<file path="src/common/cbit_consts.vh">
// register offsets, field positions and timing counts for the id/stamp block
`ifndef CBIT_CONSTS_VH
`define CBIT_CONSTS_VH
// byte register indices; byte address is four times the index
`define CBIT_IDX_STAMP_HIGH 8'h2e
`define CBIT_IDX_STAMP_LOW 8'h2f
`define CBIT_IDX_ID_BYTE0 8'h30
`define CBIT_IDX_ID_BYTE1 8'h31
`define CBIT_IDX_ID_BYTE2 8'h32
`define CBIT_IDX_ID_BYTE3 8'h33
`define CBIT_IDX_CTRL 8'h40
`define CBIT_IDX_STATUS 8'h41
// identifier byte 1 field positions
`define CBIT_B1_MID_MSB 7
`define CBIT_B1_MID_LSB 5
`define CBIT_B1_SRR_BIT 4
`define CBIT_B1_IDE_BIT 3
`define CBIT_B1_LOW_MSB 2
`define CBIT_B1_LOW_LSB 0
// standard format: remote flag sits at bit 4 of byte 1
`define CBIT_B1_STD_RTR_BIT 4
// extended format: remote flag sits at bit 0 of byte 3
`define CBIT_B3_EXT_RTR_BIT 0
// control register bits
`define CBIT_CTRL_INIT_BIT 0
`define CBIT_CTRL_STAMP_EN_BIT 1
`define CBIT_CTRL_SEND_BIT 2
`define CBIT_CTRL_RESET 8'h01
// default bit time in nanoseconds (period 4 ns)
`define CBIT_BIT_TIME_NS 2000
`define CBIT_CLK_NS 4
`define CBIT_BIT_CYCLES (`CBIT_BIT_TIME_NS / `CBIT_CLK_NS)
`endif

</file>
<file path="src/cbit_id_stamp.v">
// CAN message buffer identifier and receive time stamp block with an APB slave
// Notes on behaviour
// (RULE1) stamp timer into rx buffer after frame
// (RULE2) stamp timer counts internal bit clock
// (RULE3) timer wraps silently, no overrun flag
// (RULE4) timer cleared during initialization mode
// (RULE5) stamp bytes read-only, writes ignored
// (RULE6) software touches only empty selected buffer
// (RULE7) extended id 29 bits, 32 with flags
// (RULE8) identifier sent most significant bit first
// (RULE9) smallest identifier value wins arbitration
// (RULE10) standard id 11 bits, 13 with flags
// (RULE11) software sets substitute remote bit to one
// (RULE12) rx substitute remote stored as received
// (RULE13) extended flag picks 11 or 29 bits
// (RULE14) rx extended flag follows received format
// (RULE15) byte1 layout: mid, srr, ide, low
// (RULE16) standard byte0 shares extended byte0 offset
// (RULE17) remote flag picks data or remote frame
// (RULE18) high stamp register holds stamp bits 7..0
// (RULE19) 16-bit timer, one step per bit
// (RULE20) id and stamp bytes undefined after reset
`include "cbit_consts.vh"
`timescale 1ns/1ps
`default_nettype none

module cbit_id_stamp #(
  parameter BIT_CYCLES = `CBIT_BIT_CYCLES,
  parameter STAMP_W = 16
) (
  input wire core_clk,
  input wire resetn,
  input wire psel,
  input wire penable,
  input wire pwrite,
  input wire [11:0] paddr,
  input wire [31:0] pwdata,
  output reg [31:0] prdata,
  output reg pready,
  output reg pslverr,
  input wire rx_frame_valid,
  input wire [28:0] rx_identifier,
  input wire rx_extended,
  input wire rx_substitute_remote,
  input wire rx_remote,
  input wire tx_buffer_empty_flag,
  input wire tx_buffer_select,
  input wire tx_arb_ready,
  input wire can_rx_pin,
  output reg can_tx_pin,
  output reg tx_arb_busy,
  output reg tx_arb_lost
);

  // synchronised pin copies; first stage read only by the second
  reg frame_meta_reg;
  reg frame_sync_reg;
  reg frame_prev_reg;
  reg rxpin_meta_reg;
  reg rxpin_sync_reg;
  reg empty_meta_reg;
  reg empty_sync_reg;
  reg sel_meta_reg;
  reg sel_sync_reg;
  reg arbrdy_meta_reg;
  reg arbrdy_sync_reg;

  // received frame fields, retimed like the strobe that qualifies them
  reg [28:0] rxid_meta_reg;
  reg [28:0] rxid_sync_reg;
  // flag order: extended, substitute remote, remote
  reg [2:0] rxflag_meta_reg;
  reg [2:0] rxflag_sync_reg;

  // control and timer state
  reg [7:0] ctrl_reg;
  reg [15:0] bitdiv_reg;
  reg [STAMP_W-1:0] timer_reg;
  reg bit_tick_reg;

  // buffer bytes carry no reset; contents undefined until written
  reg [STAMP_W-1:0] stamp_reg;
  reg [7:0] id_byte_reg [0:3];

  // transmit shifter
  reg [31:0] shift_reg;
  reg [5:0] shift_cnt_reg;
  // set once a header bit is on the bus, so the bus level can be judged
  reg bit_sent_reg;

  // read mux wire and decode
  reg [7:0] rd_byte;
  reg rd_hit;
  wire [9:0] word_idx;
  wire access_phase;
  wire wr_allowed;
  wire init_mode;
  wire frame_done;
  wire wr_commit;

  // word index is the byte-register index
  assign word_idx = paddr[11:2];
  assign access_phase = psel & penable;
  assign init_mode = ctrl_reg[`CBIT_CTRL_INIT_BIT];
  // (RULE6) guard writes to buffer
  assign wr_allowed = empty_sync_reg & sel_sync_reg;
  // rising edge of the synchronised frame-valid strobe marks end of frame
  assign frame_done = frame_sync_reg & ~frame_prev_reg;
  // writes land only at the edge that completes the access, with pready high;
  // landing earlier would apply the same write twice during the wait state
  assign wr_commit = access_phase & pready & pwrite;

  // decide whether an index maps to a register
  function is_mapped;
    input [9:0] idx;
    begin
      is_mapped = (idx >= {2'b00, `CBIT_IDX_STAMP_HIGH} && idx <= {2'b00, `CBIT_IDX_ID_BYTE3})
        || idx == {2'b00, `CBIT_IDX_CTRL} || idx == {2'b00, `CBIT_IDX_STATUS};
    end
  endfunction

  // two-flop synchronisers for every asynchronous input
  always @(posedge core_clk or negedge resetn) begin
    if (!resetn) begin
      frame_meta_reg <= 1'b0;
      frame_sync_reg <= 1'b0;
      frame_prev_reg <= 1'b0;
      rxpin_meta_reg <= 1'b1;
      rxpin_sync_reg <= 1'b1;
      empty_meta_reg <= 1'b0;
      empty_sync_reg <= 1'b0;
      sel_meta_reg <= 1'b0;
      sel_sync_reg <= 1'b0;
      arbrdy_meta_reg <= 1'b0;
      arbrdy_sync_reg <= 1'b0;
    end else begin
      frame_meta_reg <= rx_frame_valid;
      frame_sync_reg <= frame_meta_reg;
      frame_prev_reg <= frame_sync_reg;
      rxpin_meta_reg <= can_rx_pin;
      rxpin_sync_reg <= rxpin_meta_reg;
      empty_meta_reg <= tx_buffer_empty_flag;
      empty_sync_reg <= empty_meta_reg;
      sel_meta_reg <= tx_buffer_select;
      sel_sync_reg <= sel_meta_reg;
      arbrdy_meta_reg <= tx_arb_ready;
      arbrdy_sync_reg <= arbrdy_meta_reg;
    end
  end

  // field retiming; the fields settle two edges after they change, and the
  // strobe edge detect needs three, so the capture never reads a moving word
  always @(posedge core_clk or negedge resetn) begin
    if (!resetn) begin
      rxid_meta_reg <= 29'h00000000;
      rxid_sync_reg <= 29'h00000000;
      rxflag_meta_reg <= 3'h0;
      rxflag_sync_reg <= 3'h0;
    end else begin
      rxid_meta_reg <= rx_identifier;
      rxid_sync_reg <= rxid_meta_reg;
      rxflag_meta_reg <= {rx_extended, rx_substitute_remote, rx_remote};
      rxflag_sync_reg <= rxflag_meta_reg;
    end
  end

  // bit clock divider and free-running stamp timer
  always @(posedge core_clk or negedge resetn) begin
    if (!resetn) begin
      bitdiv_reg <= 16'h0000;
      bit_tick_reg <= 1'b0;
      timer_reg <= {STAMP_W{1'b0}};
    end else if (init_mode) begin
      // (RULE4) clear in init
      bitdiv_reg <= 16'h0000;
      bit_tick_reg <= 1'b0;
      timer_reg <= {STAMP_W{1'b0}};
    end else begin
      // (RULE2) bit clock divider
      if (bitdiv_reg == BIT_CYCLES[15:0] - 16'h0001) begin
        bitdiv_reg <= 16'h0000;
        bit_tick_reg <= 1'b1;
      end else begin
        bitdiv_reg <= bitdiv_reg + 16'h0001;
        bit_tick_reg <= 1'b0;
      end
      // (RULE19) one step per bit
      // (RULE3) wrap silently, no flag
      if (bit_tick_reg)
        timer_reg <= timer_reg + {{(STAMP_W-1){1'b0}}, 1'b1};
    end
  end

  // capture the time stamp; no reset so the value is undefined until a frame
  always @(posedge core_clk) begin
    // (RULE1) stamp after valid frame
    if (frame_done && ctrl_reg[`CBIT_CTRL_STAMP_EN_BIT])
      stamp_reg <= timer_reg;
  end

  // identifier bytes: written by software or filled by reception
  // (RULE20) no reset on buffer bytes
  always @(posedge core_clk) begin
    // reception wins over a software write in the same cycle
    if (frame_done) begin
      // (RULE14) format as received
      if (rxflag_sync_reg[2]) begin
        id_byte_reg[0] <= rxid_sync_reg[28:21];
        // (RULE12) srr as received
        id_byte_reg[1] <= {rxid_sync_reg[20:18], rxflag_sync_reg[1], 1'b1,
          rxid_sync_reg[17:15]};
        id_byte_reg[2] <= rxid_sync_reg[14:7];
        id_byte_reg[3] <= {rxid_sync_reg[6:0], rxflag_sync_reg[0]};
      end else begin
        // (RULE10) 11-bit standard layout
        id_byte_reg[0] <= rxid_sync_reg[10:3];
        id_byte_reg[1] <= {rxid_sync_reg[2:0], rxflag_sync_reg[0], 1'b0, 3'b000};
      end
    end else if (wr_commit && wr_allowed) begin
      // (RULE16) shared offset byte 0
      if (word_idx == {2'b00, `CBIT_IDX_ID_BYTE0})
        id_byte_reg[0] <= pwdata[7:0];
      // (RULE15) byte1 field layout
      else if (word_idx == {2'b00, `CBIT_IDX_ID_BYTE1})
        id_byte_reg[1] <= pwdata[7:0];
      else if (word_idx == {2'b00, `CBIT_IDX_ID_BYTE2})
        id_byte_reg[2] <= pwdata[7:0];
      else if (word_idx == {2'b00, `CBIT_IDX_ID_BYTE3})
        id_byte_reg[3] <= pwdata[7:0];
    end
  end

  // control register; send bit self-clears once the shifter takes it
  always @(posedge core_clk or negedge resetn) begin
    if (!resetn) begin
      ctrl_reg <= `CBIT_CTRL_RESET;
    end else if (wr_commit && word_idx == {2'b00, `CBIT_IDX_CTRL}) begin
      // a software write wins over the self-clear of the send bit
      ctrl_reg <= pwdata[7:0];
    end else if (tx_arb_busy) begin
      ctrl_reg[`CBIT_CTRL_SEND_BIT] <= 1'b0;
    end
  end

  // read mux; stamp bytes are read-only
  always @* begin
    rd_byte = 8'h00;
    rd_hit = is_mapped(word_idx);
    // (RULE18) high register bits 7..0
    if (word_idx == {2'b00, `CBIT_IDX_STAMP_HIGH})
      rd_byte = stamp_reg[7:0];
    else if (word_idx == {2'b00, `CBIT_IDX_STAMP_LOW})
      rd_byte = stamp_reg[15:8];
    else if (word_idx == {2'b00, `CBIT_IDX_ID_BYTE0})
      rd_byte = id_byte_reg[0];
    else if (word_idx == {2'b00, `CBIT_IDX_ID_BYTE1})
      rd_byte = id_byte_reg[1];
    else if (word_idx == {2'b00, `CBIT_IDX_ID_BYTE2})
      rd_byte = id_byte_reg[2];
    else if (word_idx == {2'b00, `CBIT_IDX_ID_BYTE3})
      rd_byte = id_byte_reg[3];
    else if (word_idx == {2'b00, `CBIT_IDX_CTRL})
      rd_byte = ctrl_reg;
    else if (word_idx == {2'b00, `CBIT_IDX_STATUS})
      rd_byte = {4'h0, wr_allowed, tx_arb_lost, tx_arb_busy, init_mode};
  end

  // apb slave: one wait state, answer in the second access cycle
  always @(posedge core_clk or negedge resetn) begin
    if (!resetn) begin
      pready <= 1'b0;
      prdata <= 32'h00000000;
      pslverr <= 1'b0;
    end else if (access_phase && !pready) begin
      pready <= 1'b1;
      prdata <= {24'h000000, rd_byte};
      // (RULE5) stamp writes ignored, flagged
      pslverr <= !rd_hit || (pwrite && (word_idx == {2'b00, `CBIT_IDX_STAMP_HIGH}
        || word_idx == {2'b00, `CBIT_IDX_STAMP_LOW}));
    end else begin
      pready <= 1'b0;
      pslverr <= 1'b0;
    end
  end

  // arbitration shifter: loads the frame header and sends it bit by bit
  always @(posedge core_clk or negedge resetn) begin
    if (!resetn) begin
      shift_reg <= 32'h00000000;
      shift_cnt_reg <= 6'h00;
      can_tx_pin <= 1'b1;
      tx_arb_busy <= 1'b0;
      tx_arb_lost <= 1'b0;
      bit_sent_reg <= 1'b0;
    end else if (init_mode) begin
      shift_cnt_reg <= 6'h00;
      can_tx_pin <= 1'b1;
      tx_arb_busy <= 1'b0;
      bit_sent_reg <= 1'b0;
    end else if (!tx_arb_busy) begin
      can_tx_pin <= 1'b1;
      if (ctrl_reg[`CBIT_CTRL_SEND_BIT] && arbrdy_sync_reg) begin
        tx_arb_busy <= 1'b1;
        tx_arb_lost <= 1'b0;
        // fresh header: the idle level on the pin is not ours to judge
        bit_sent_reg <= 1'b0;
        // (RULE13) pick id format
        if (id_byte_reg[1][`CBIT_B1_IDE_BIT]) begin
          // (RULE7) 29 id bits, srr, ide, rtr
          // (RULE11) srr taken from software
          shift_reg <= {id_byte_reg[0], id_byte_reg[1][7:5], id_byte_reg[1][4],
            1'b1, id_byte_reg[1][2:0], id_byte_reg[2], id_byte_reg[3][7:1],
            id_byte_reg[3][`CBIT_B3_EXT_RTR_BIT]};
          shift_cnt_reg <= 6'd32;
        end else begin
          // (RULE17) remote flag sent as rtr
          shift_reg <= {id_byte_reg[0], id_byte_reg[1][7:5],
            id_byte_reg[1][`CBIT_B1_STD_RTR_BIT], 1'b0, 19'h00000};
          shift_cnt_reg <= 6'd13;
        end
      end
    end else if (bit_tick_reg) begin
      // the bus level judged here was driven one bit time ago; it has crossed the
      // synchroniser only because a bit lasts at least three clocks
      // (RULE9) recessive sent, dominant seen: a smaller identifier wins
      if (bit_sent_reg && can_tx_pin && !rxpin_sync_reg) begin
        tx_arb_lost <= 1'b1;
        tx_arb_busy <= 1'b0;
        can_tx_pin <= 1'b1;
      end else if (shift_cnt_reg == 6'h00) begin
        // last bit has had its full bit time; give the bus back
        tx_arb_busy <= 1'b0;
        can_tx_pin <= 1'b1;
      end else begin
        // (RULE8) msb first
        can_tx_pin <= shift_reg[31];
        shift_reg <= {shift_reg[30:0], 1'b0};
        shift_cnt_reg <= shift_cnt_reg - 6'h01;
        bit_sent_reg <= 1'b1;
      end
    end
  end

endmodule // cbit_id_stamp

`default_nettype wire

</file>
<file path="config.mk">
export PLATFORM = sky130hd
export DESIGN_NAME = cbit_id_stamp
export DESIGN_NICKNAME = d
export VERILOG_FILES = /design/src/cbit_id_stamp.v
export VERILOG_INCLUDE_DIRS = /design/src /design/src/common
export SDC_FILE = /design/constraint.sdc
export NUM_CORES = 1
export LEC_CHECK = 0
export ABC_CLOCK_PERIOD_IN_PS = 5700
export BUFFER_PORTS_ARGS = -buffer_cell sky130_fd_sc_hd__buf_2
export CAP_MARGIN = 20
export CORE_MARGIN = 2
export CORE_UTILIZATION = 52
export CTS_CLUSTER_SIZE = 28
export DETAILED_ROUTE_END_ITERATION = 7
export GPL_ROUTABILITY_DRIVEN = 0
export MAX_ROUTING_LAYER = met4
export PLACE_DENSITY = 0.73
export RECOVER_POWER = 50
export SLEW_MARGIN = 15
export SYNTH_ARGS = -nofsm -noshare
export SYNTH_HDL_FRONTEND = slang
export SYNTH_SLANG_ARGS = --single-unit
</file>
<file path="constraint.sdc">
create_clock -name core_clk -period 5.7 [get_ports core_clk]
set_input_delay 0.57 -clock core_clk [delete_from_list [all_inputs] [get_ports core_clk]]
set_output_delay 0.57 -clock core_clk [all_outputs]
set_load 0.01 [all_outputs]
</file>
## Yosys cells after proc, flatten, opt, wreduce, memory -nomap -nowiden

Memory sizes are Yosys's and may differ from the RTL's.
Cells that the tools add are included.

| storage, ports and cells | value |
|---|---|
| memories | 1 |
| output and inout bits | 37 |
| word-level logic and storage cells | 174 |
| bits in writable memories | 32 |
| flip-flop bits (word level) | 184 |
| bits of input ports | 86 |

| operators by class | value |
|---|---|
| reduce and logical (&&, ||, !) cells | 24 |
| eq/ne operators | 16 |
| magnitude comparators | 2 |
| $add $sub $neg | 3 |
| multiplexer cells | 85 |
| bitwise operators | 13 |

Memory list:

| memory | words | width | rd ports | clocked after memory_dff | wr ports | RTL line | source |
|---|---|---|---|---|---|---|---|
| id_byte_reg | 4 | 8 | 4 | 0 | 4 | cbit_id_stamp.v:83 | `reg [7:0] id_byte_reg [0:3];` |

Operators by type and width:

| cell | count |
|---|---|
| 2-to-1 mux 32 bit | 5 |
| 2-to-1 mux 8 bit | 13 |
| 2-to-1 mux 16 bit | 4 |
| equality test 10 x 6 -> 1 bit, second input constant | 6 |
| 2-to-1 mux 1 bit | 54 |
| 2-to-1 mux 6 bit | 7 |
| adder 16 x 1 -> 16 bit, second input constant | 2 |
| equality test 10 x 7 -> 1 bit, second input constant | 2 |
| 2-to-1 mux 20 bit | 1 |
| equality test 16 x 9 -> 1 bit, second input constant | 1 |
| greater-or-equal comparator 10 x 6 -> 1 bit, second input constant | 1 |
| less-or-equal comparator 10 x 6 -> 1 bit, second input constant | 1 |
| logical AND 1 bit | 9 |
| AND reduction 4 bit | 2 |
| zero test 6 bit | 1 |
| != test 3 bit, second input constant | 2 |
| bitwise OR 1 bit | 6 |
| nonzero test 2 bit | 3 |
| subtractor 6 x 1 -> 6 bit, second input constant | 1 |
| AND 1 bit | 5 |
| AND reduction 5 bit | 1 |
| logical OR 1 bit | 4 |
| 2-to-1 mux 4 bit | 1 |
| != test 2 x 1 -> 1 bit, second input constant | 2 |
| 5 further kinds | 9 |

## Longest topological paths before layout

Gate-level depths: netlist of run 1.

| logic depth | value |
|---|---|
| depth after elaboration | 9 |
| depth in mapped cells | 8 |

## Least setup slack after synthesis of run 1

No wires, ideal clock.

| path | value |
|---|---|
| kind | input-to-reg |
| start point | in paddr[10] |
| end point | mem id_byte_reg[2][0], enable pin |
| slack | 3402 ps |
| data arrival time | 1970 ps |
| stages on the path | 6 |
| path buffers | 1 |
| library setup time | 329 ps |
| data required time | 5371 ps |
| path through | or3_1 -> buf_4 -> nor2_1 -> and3_2 -> nand3_2 -> nand2_1 |

RTL lines:

| what | RTL line | source |
|---|---|---|
| start, declared | cbit_id_stamp.v:36 | `input wire [11:0] paddr,` |
| end, declared | cbit_id_stamp.v:83 |  |

## Worst setup path after layout of run 1

| path | value |
|---|---|
| start point | reg tx_arb_busy |
| end point | out tx_arb_busy |

RTL lines:

| what | RTL line | source |
|---|---|---|
| start, declared | cbit_id_stamp.v:51 | `output reg tx_arb_busy,` |
| start signal, assigned | cbit_id_stamp.v:292 | `tx_arb_busy <= 1'b0;` |
| start signal, assigned | cbit_id_stamp.v:298 | `tx_arb_busy <= 1'b0;` |
| start signal, assigned | cbit_id_stamp.v:303 | `tx_arb_busy <= 1'b1;` |

No word-level cell between the ends.

==> qor.yml, run 1 <==
post_cts_buffers: 0
grt_max_degree: 100
synth_ff_type: "dfrtp_1"
ant_nets: 0
cts_tree: "done"
synth_area_leaders: "dfrtp_1 46%, edfxtp_1 16%, o21ai_0 3.2%"
drtIter0Drc: 630
cp_slowest_stage_delay_ns: 0.83
core_area_mm2: 0.0166
r2r_start: "ctrl_reg[0]"
hold_path.class: "in2async"
fin_cells: 1043
hold_buffers: 0
drc: 0
insertion_delay_ns: 0.50
layout_commonest_cell: "dfrtp_1"
netlist.area_leader.share_pct: 46.1
start_util_pct: 53.4
cts_buffer_depth: 3
fmax_mhz: 391
routed_wl_um: 19000
dpl_worst_slack_ns: 2.85
grt_use_total_pct: 22.2
met1_usage_pct: 29.2
whs_ns: 0.156
die_w_um: 135
end_kind: "primary output"
numCtsBuffers: 22
worst_slack_ns: 3.14
skew_ns: 0.00792
place_hpwl_um: 13000
placed_cells: 1003
fin_nets: 897
layout_common_cells: "164 x dfrtp_1, 70 x nand2_1, 65 x buf_2, 64 x nor2_1, 57 x o21ai_0"
ys_ff_latch: 216
r2r_slack_ns: 3.16
critPathMaxFanout: 31
postSynthCellCount: 738
netlist_area_mm2: 0.00889
dieArea_mm2: 0.0182
drt-pass1-iter-count: 6
peakVddDrop_mv: 0.287
tns_ns: 0
met3_usage_pct: 3.30
n_fill_cell: 1291
multi_input_area_mm2: 0.00297
clk_pin_slew_ns: 0.06
overflow: 0
top_usage_layer: "met2"
synth_edf_count: 48
period_share_pct: 44.8
avgViaCountPerCell: 5.67
cp.required_ns: 5.13
yosysSeqAreaShare_pct: 63.5
fin_crit_ns: 2.56
start_kind: "flip-flop"
drive_above_1_share_pct: 17.9
port_buffers: 72
synth.distinct_cells: 55
cpMaxStageDelayCell: "dfrtp_1"
use_met2_pct: 35.3
p_leak_uw: 0.00450
cts_root_buffer: "clkbuf_16"
crit_chain: "buf_4, buf_2"
num_rows: 47
drv_cap: 0
critPathKind: "reg2out"
grt_pass1_wl_um: 30700
relSlewSlack_pct: 30.2
cts_num_sinks: 216
num_antenna_cells: 0
io_pins: 123
syn_to_final_growth_pct: 13.5
regArea_mm2: 0.00565
htreeDepth: 1
async_flop_share_pct: 77.8
antenna_found_initial: 0
crit_start: "tx_arb_busy"
slew_viol_final: 0
vias: 5910
hold_viol: 0
die_y_um: 135
avgSynthCellArea_um2: 12.1
grt_pass1_vias: 5938
rsz0062_at_grt: "no"
cp.arrival_ns: 1.99
ctsResizeCount: 0
p_total_uw: 3440
yosys.area.top_type: "dfrtp_1"
status: "finished clean"
finalSetupViolCount: 0
p_per_area_mw_per_mm2: 341
tightest_slew_ns: 1.05
yosys_warnings: 0
wl_per_cell_um: 18.2
## through the flow
stage,cell area [µm²],utilization [%]
after global placement,9360,56.2
after global routing,10100,60.6
after detailed placement,9360,56.2
final,10100,60.6
after CTS,10100,60.7
after floorplan,8980,-
## per-layer routing
layer | part of all wire (%) | vias up | wire length [µm]
li1 | - | 2712 | -
met1 | 41 | 2872 | 7730
met2 | 49 | 268 | 9320
met3 | 7.3 | 58 | 1380
met4 | 3.2 | 0 | 608
met5 | 0 | - | 0
## cell families after synthesis
family                   synth area share (%)
multiplexers                             6.57
adder cells (fa/ha/maj)                 0.563
buffers and inverters                    4.21
flip-flops                               63.5
AO/OA/AOI/OAI                            9.65
other                                  0.0422
AND/OR/NAND/NOR                          12.3
XOR/XNOR                                 3.15
## synthesized netlist by cell type, types with 13 or more instances
library cell	count
xor2_1	22
inv_1	13
nor2_1	64
clkbuf_1	24
buf_4	25
edfxtp_1	48
dfrtp_1	164
nand3_1	15
mux2i_1	28
a21oi_1	33
o21ai_0	57
a22oi_1	22
nand2_1	70
mux2_2	23
## area by class of cell
class	count	share of cell area, %
Sequential cell	216	56.0
Multi-Input combinational cell	475	29.4
Clock buffer	27	5.95
Timing Repair Buffer	77	3.89
Tap cell	220	2.73
Clock inverter	13	1.44
Inverter	15	0.558
## critical path, delay by kind of cell, from the launching register on
kind | cells | cell delay (ns)
flops | 1 | 0.83
buf+inv | 2 | 0.66
## worst paths after layout
kind / to / depth (start not counted)
max in group asynchronous: rxid_sync_reg[28] / 2
worst max-delay path: tx_arb_busy / 2
worst min register to register: rxid_sync_reg[19] / 0
min in group core_clk: rxid_meta_reg[12] / 1
worst max register to register: shift_reg[15] / 4
worst min-delay path: shift_reg[20] / 1
## power by group
part / leakage, µW / total [µW] / switching [µW] / internal (µW)
sequential: 0.00250 / 1740 / 63.6 / 1680
combinational: 0.00163 / 244 / 146 / 97.9
clock: 0.000370 / 1460 / 573 / 886
Note: power is estimated with default switching activity, not from simulation.
==> run 2, diff against run 1 <==
Settings changed: ABC_CLOCK_PERIOD_IN_PS 5700 to 2400.
Clock period 5.7 ns to 2.4 ns, I/O delays scaled along.
==> run 2 against run 1 <==
- hold slack worse by 0.11 ns
- wire length is 2.0% higher
- core utilization is 3.3 points higher
- register-to-register slack worse by 2.8 ns
- global-route usage is 0.57 points higher
- non-clock buffer count is 54 higher
- count of clock-buffer cells in the layout is 5 higher
- combinational power grew to 2.7 times the previous value
- critical endpoint is now shift_reg[0]
- sequential share of layout area is 2.9 points lower
- critical path depth is 4 higher
==> qor.yml, run 2 (synthesis results as in run 1) <==
status: "finished clean"  # unchanged
grt_use_total_pct: 22.8  # was 22.2%
rsz0062_at_grt: "no"  # unchanged
dpl_worst_slack_ns: 0.215  # was 2.85 ns
drtIter0Drc: 511  # was 630
cp.required_ns: 2.75  # was 5.13 ns
dieArea_mm2: 0.0182  # unchanged
skew_ns: 0.0213  # was 0.00792 ns
p_leak_uw: 0.00477  # was 0.00450 µW
ant_nets: 0  # unchanged
p_comb_share_pct: 7.9  # was 7.1%
overflow: 0  # unchanged
worst_slack_ns: 0.353  # was 3.14 ns
io_pins: 123  # unchanged
peakVddDrop_mv: 0.650  # was 0.287 mV
vias: 6082  # was 5910
fin_crit_ns: 2.05
grt_max_degree: 69  # was 100
end_kind: "flip-flop"  # was primary output
cpMaxStageDelayCell: "dfstp_2"  # was dfrtp_1
numCtsBuffers: 22  # unchanged
switching_power_uw: 1890  # was 783 µW
layout_commonest_cell: "dfrtp_1"  # unchanged
start_kind: "flip-flop"  # unchanged
layout_common_cells: "164 x dfrtp_1, 70 x nand2_1, 70 x buf_2, 64 x nor2_1, 57 x o21ai_0"  # was 164 x dfrtp_1, 70 x nand2_1, 65 x buf_2, 64 x nor2_1, 57 x o21ai_0
fmax_mhz: 489
antenna_found_initial: 2  # was 0
wl_per_cell_um: 17.7  # was 18.2 µm
placed_area_mm2: 0.00950  # was 0.00936 mm²
cts_tree: "done"  # unchanged
cts_num_sinks: 216  # unchanged
drc: 0  # unchanged
tightest_slew_ns: 1.46  # was 1.05 ns
place_hpwl_um: 13500  # was 13000 µm
cp.arrival_ns: 2.40  # was 1.99 ns
ctsResizeCount: 0  # unchanged
p_seq_share_pct: 50.2  # was 50.5%
insertion_delay_ns: 0.52  # was 0.50 ns
cts_root_buffer: "clkbuf_16"  # unchanged
critPathKind: "reg2reg"  # was reg2out
routed_wl_um: 19400  # was 19000 µm
critPathMaxFanout: 68  # was 31
drive_above_1_share_pct: 19.6  # was 17.9%
cts_buffer_depth: 3  # unchanged
port_buffers: 72  # unchanged
tns_ns: 0  # unchanged
power.internal_uw: 6340  # was 2660 µW
p_total_uw: 8230  # was 3440 µW
core_area_mm2: 0.0166  # unchanged
design_area_mm2: 0.0106  # was 0.0101 mm²
hold_path.class: "in2reg"  # was in2async
crit_chain: "and3b_1, a31oi_1, a31oi_4, buf_4, nand2_1, o21ai_0"  # was buf_4, buf_2
die_y_um: 135  # unchanged
slew_viol_final: 0  # unchanged
clk_pin_slew_ns: 0.06  # about the same
die_w_um: 135  # unchanged
syn_to_final_growth_pct: 19.7  # was 13.5%
htreeDepth: 1  # unchanged
avgViaCountPerCell: 5.53  # was 5.67
grt_pass1_wl_um: 31400  # was 30700 µm
hold_viol: 0  # unchanged
grt_pass1_vias: 6060  # was 5938
finalSetupViolCount: 0  # unchanged
drt-pass1-iter-count: 5  # was 6
start_util_pct: 53.4  # unchanged
p_sw_share_pct: 23.0  # was 22.7%
relSlewSlack_pct: 2.54  # was 30.2%
period_share_pct: 85.3
clockPowerShare_pct: 42.0  # was 42.4%
fin_nets: 951  # was 897
num_rows: 47  # unchanged
drv_cap: 0  # unchanged
cp_slowest_stage_delay_ns: 0.51  # was 0.83 ns
p_per_area_mw_per_mm2: 773  # was 341 mW/mm²
[run 2: power groups by stage]
stage	Sequential, µW	Combinational [µW]	Clock (µW)
floorplan	4150	384	0
global placement	4180	573	0
detailed placement	4190	598	0
CTS	4120	648	3500
global route	4150	729	3670
finish	4130	647	3450
[run 2: per-stage QoR]
stage / instances / hold slack (ns) / util, %
after floorplan: 761 / -0.0556 / -
after global placement: 1019 / 0.236 / 57.1
after detailed placement: 1019 / 0.245 / 57.1
after CTS: 1097 / 0.0315 / 64.0
after global routing: 1099 / 0.0449 / 64.0
final: 1099 / 0.0492 / 64.0
[run 2: worst paths after layout]
| check | to | depth (start not counted) | slack [ns] | startpoint |
|---|---|---|---|---|
| max | shift_reg[0] | 6 | 0.35 | rxpin_sync_reg |
| min | ctrl_reg[1] | 3 | 0.05 | pwdata[1] |
| max reg2reg | shift_reg[0] | 6 | 0.35 | rxpin_sync_reg |
| min reg2reg | rxflag_sync_reg[2] | 0 | 0.35 | rxflag_meta_reg[2] |
| max in group asynchronous | ctrl_reg[0] | 3 | 0.80 | resetn |
| min in group asynchronous | shift_reg[20] | 2 | 0.63 | resetn |
[run 2: area by class of cell]
| type | instances | area (µm²) |
|---|---|---|
| Timing Repair Buffer | 131 | 922 |
| Multi-Input combinational cell | 475 | 2970 |
| Inverter | 15 | 56.3 |
| Clock buffer | 32 | 669 |
| Antenna cell | 2 | 5.00 |
| Sequential cell | 216 | 5650 |
| Tap cell | 220 | 275 |
| Fill cell | 1253 | 5990 |
| Clock inverter | 8 | 98.8 |
[run 2: layer usage]
layer	GRT usage (%)	share of wire (%)
met4	7.89	3.5
met5	-	0
met2	35.1	47
met3	4.13	6.8
met1	30.8	42
[run 2: critical path: cells and delay by family, from the launching register on]
| family | cells | cell delay, ns |
|---|---|---|
| AO/OA/AOI/OAI | 3 | 0.71 |
| AND/OR/NAND/NOR | 2 | 0.33 |
| flip-flops | 1 | 0.51 |
| buffers and inverters | 1 | 0.32 |
[run 2: repair_timing]
action | in CTS | in global routing
setup buffers | 0 | 0
hold buffers | 38 | 0
endpoints found under the hold margin | 88 | 0
==> run 3, diff against run 2 <==
Settings changed: CELL_PAD_IN_SITES_DETAIL_PLACEMENT set to 1, CELL_PAD_IN_SITES_GLOBAL_PLACEMENT set to 1, CORE_UTILIZATION 52 to 46, PLACE_DENSITY 0.73 to unset, PLACE_DENSITY_LB_ADDON set to 0.1.
==> run 3 against run 2 <==
- first-iteration DRC count down 46%
- design area up 1.2%
- cell count up 3.8%
- non-clock buffer count up 1
- via count up 0.51%
- critical path depth unchanged
- fmax down 3.4%
- sequential power about the same
- clock power up 12%
- core utilization down 6.8 points
- worst setup slack worse by 0.071 ns
- critical path type unchanged
- largest cell class unchanged
==> qor.yml, run 3 (synthesis results as in run 1) <==
cts_num_sinks: 216  # unchanged
num_rows: 50  # was 47
peakVddDrop_mv: 0.659  # was 0.650 mV
rsz0062_at_grt: "no"  # unchanged
r2r_slack_ns: 0.28  # was 0.35 ns
p_leak_uw: 0.00481  # was 0.00477 µW
layout_commonest_cell: "dfrtp_1"  # unchanged
fin_crit_ns: 2.12  # was 2.05 ns
core_area_mm2: 0.0188  # was 0.0166 mm²
period_share_pct: 88.2  # was 85.3%
insertion_delay_ns: 0.54  # was 0.52 ns
start_kind: "flip-flop"  # unchanged
cts_tree: "done"  # unchanged
drive_above_1_share_pct: 19.8  # was 19.6%
cp_slowest_stage_delay_ns: 0.53  # was 0.51 ns
port_buffers: 72  # unchanged
hold_path.class: "in2reg"  # unchanged
status: "finished clean"  # unchanged
io_pins: 123  # unchanged
top_usage_layer: "met2"  # unchanged
regArea_mm2: 0.00565  # unchanged
use_met2_pct: 39.6  # was 35.1%
die_y_um: 143  # was 135 µm
fin_nets: 954  # was 951
slew_viol_final: 0  # unchanged
grt_max_degree: 78  # was 69
ant_nets: 0  # unchanged
cts_buffer_depth: 3  # unchanged
clk_pin_slew_ns: 0.06  # about the same
wl_per_cell_um: 20.1  # was 17.7 µm
reg2reg_to: "shift_reg[13]"  # was shift_reg[0]
htreeDepth: 1  # unchanged
fmax_mhz: 472  # was 489 MHz
overflow: 0  # unchanged
tns_ns: 0  # unchanged
cpMaxStageDelayCell: "a31oi_1"  # was dfstp_2
dieArea_mm2: 0.0205  # was 0.0182 mm²
placed_cells: 1060  # was 1019
die_w_um: 143  # was 135 µm
finalSetupViolCount: 0  # unchanged
multi_input_area_mm2: 0.00298  # was 0.00297 mm²
relSlewSlack_pct: 17.7  # was 2.54%
drc: 0  # unchanged
skew_ns: 0.0224  # was 0.0213 ns
grt_pass1_vias: 6617  # was 6060
cp_top_family: "compound AO/OA/AOI/OAI gates"  # unchanged
grt_pass1_wl_um: 36500  # was 31400 µm
numCtsBuffers: 24  # was 22
drt-pass1-iter-count: 5  # unchanged
routed_wl_um: 22900  # was 19400 µm
met1_usage_pct: 30.9  # was 30.8%
vias: 6113  # was 6082
end_kind: "flip-flop"  # unchanged
cts_root_buffer: "clkbuf_16"  # unchanged
drv_cap: 0  # unchanged
cp_num_buf_inv: 1  # unchanged
num_antenna_cells: 0  # was 2
fin_cells: 1141  # was 1099
reg2reg_depth: 6  # unchanged
whs_endpoint: "pslverr"  # was ctrl_reg[1]
worstHoldStart: "pwrite"  # was pwdata[1]
layout_common_cells: "164 x dfrtp_1, 70 x nand2_1, 67 x buf_2, 64 x nor2_1, 57 x o21ai_0"  # was 164 x dfrtp_1, 70 x nand2_1, 70 x buf_2, 64 x nor2_1, 57 x o21ai_0
syn_to_final_growth_pct: 21.2  # was 19.7%
place_hpwl_um: 15200  # was 13500 µm
p_per_area_mw_per_mm2: 803  # was 773 mW/mm²
n_fill_cell: 1916  # was 1253
met3_usage_pct: 3.66  # was 4.13%
tightest_slew_ns: 1.24  # was 1.46 ns
cp.required_ns: 2.77  # was 2.75 ns
crit_start: "rxpin_sync_reg"  # unchanged
antenna_found_initial: 0  # was 2
critPathMaxFanout: 68  # unchanged
cp.arrival_ns: 2.49  # was 2.40 ns
avgViaCountPerCell: 5.36  # was 5.53
start_util_pct: 47.2  # was 53.4%
post_cts_buffers: 0  # unchanged
drtIter0Drc: 275  # was 511
crit_chain: "and3b_1, a31oi_1, a31oi_4, buf_4, nand2_1, o21ai_0"  # unchanged
critPathKind: "reg2reg"  # unchanged
grt_use_total_pct: 24.0  # was 22.8%
hold_viol: 0  # unchanged
r2r_start: "rxpin_sync_reg"  # unchanged
holdPathStages: 3  # unchanged
## run 3: what timing repair did
item / in CTS / in global routing
setup endpoints to repair: 0 / 1
gates resized for setup: 0 / 1
hold endpoints to repair: 79 / 0
hold buffers: 38 / 0
## run 3: layout make-up
type,count,share of cell area [%]
Tap cell,260,3.02
Clock buffer,31,6.58
Multi-Input combinational cell,475,27.6
Sequential cell,216,52.4
Timing Repair Buffer,132,8.47
Inverter,15,0.522
Clock inverter,12,1.35
## run 3: where the power goes
| part | internal, µW | leakage (µW) | total, µW | switching (µW) |
|---|---|---|---|---|
| clock | 2320 | 0.000419 | 3860 | 1530 |
| sequential | 3980 | 0.00250 | 4130 | 152 |
| combinational | 287 | 0.00189 | 666 | 379 |
## run 3: tightest hold or removal path: stages
cell,delay (ns)
buf_2,0.11
inv_1,0.06
a211oi_1,0.10
## run 3: stage by stage
step                power [µW]  instance area, µm²  setup slack, ns  hold slack, ns  util [%]
floorplan                 4530                8980            0.432         -0.0556         -
global placement          4770                9560            0.302           0.202      50.8
detailed placement        4810                9560            0.207           0.207      50.8
CTS                       8740               10800            0.193          0.0337      57.3
global route              8990               10800            0.130          0.0446      57.2
finish                    8650               10800            0.282          0.0455      57.2
## run 3: metal layers
| layer | routed length, µm | up-vias |
|---|---|---|
| li1 | - | 2814 |
| met1 | 9910 | 3092 |
| met2 | 11300 | 156 |
| met3 | 1080 | 51 |
| met4 | 620 | 0 |
| met5 | 0 | - |
## run 3: worst max-delay path by stage
stage	to	slack [ns]	cells past startpoint
5_1_grt	shift_reg[5]	0.13	7
3_3_place_gp	id_byte_reg[2][4]	0.30	6
2_1_floorplan	id_byte_reg[2][0]	0.43	6
4_1_cts	shift_cnt_reg[3]	0.19	6
3_5_place_dp	shift_cnt_reg[3]	0.21	6
6_report	shift_reg[13]	0.28	6
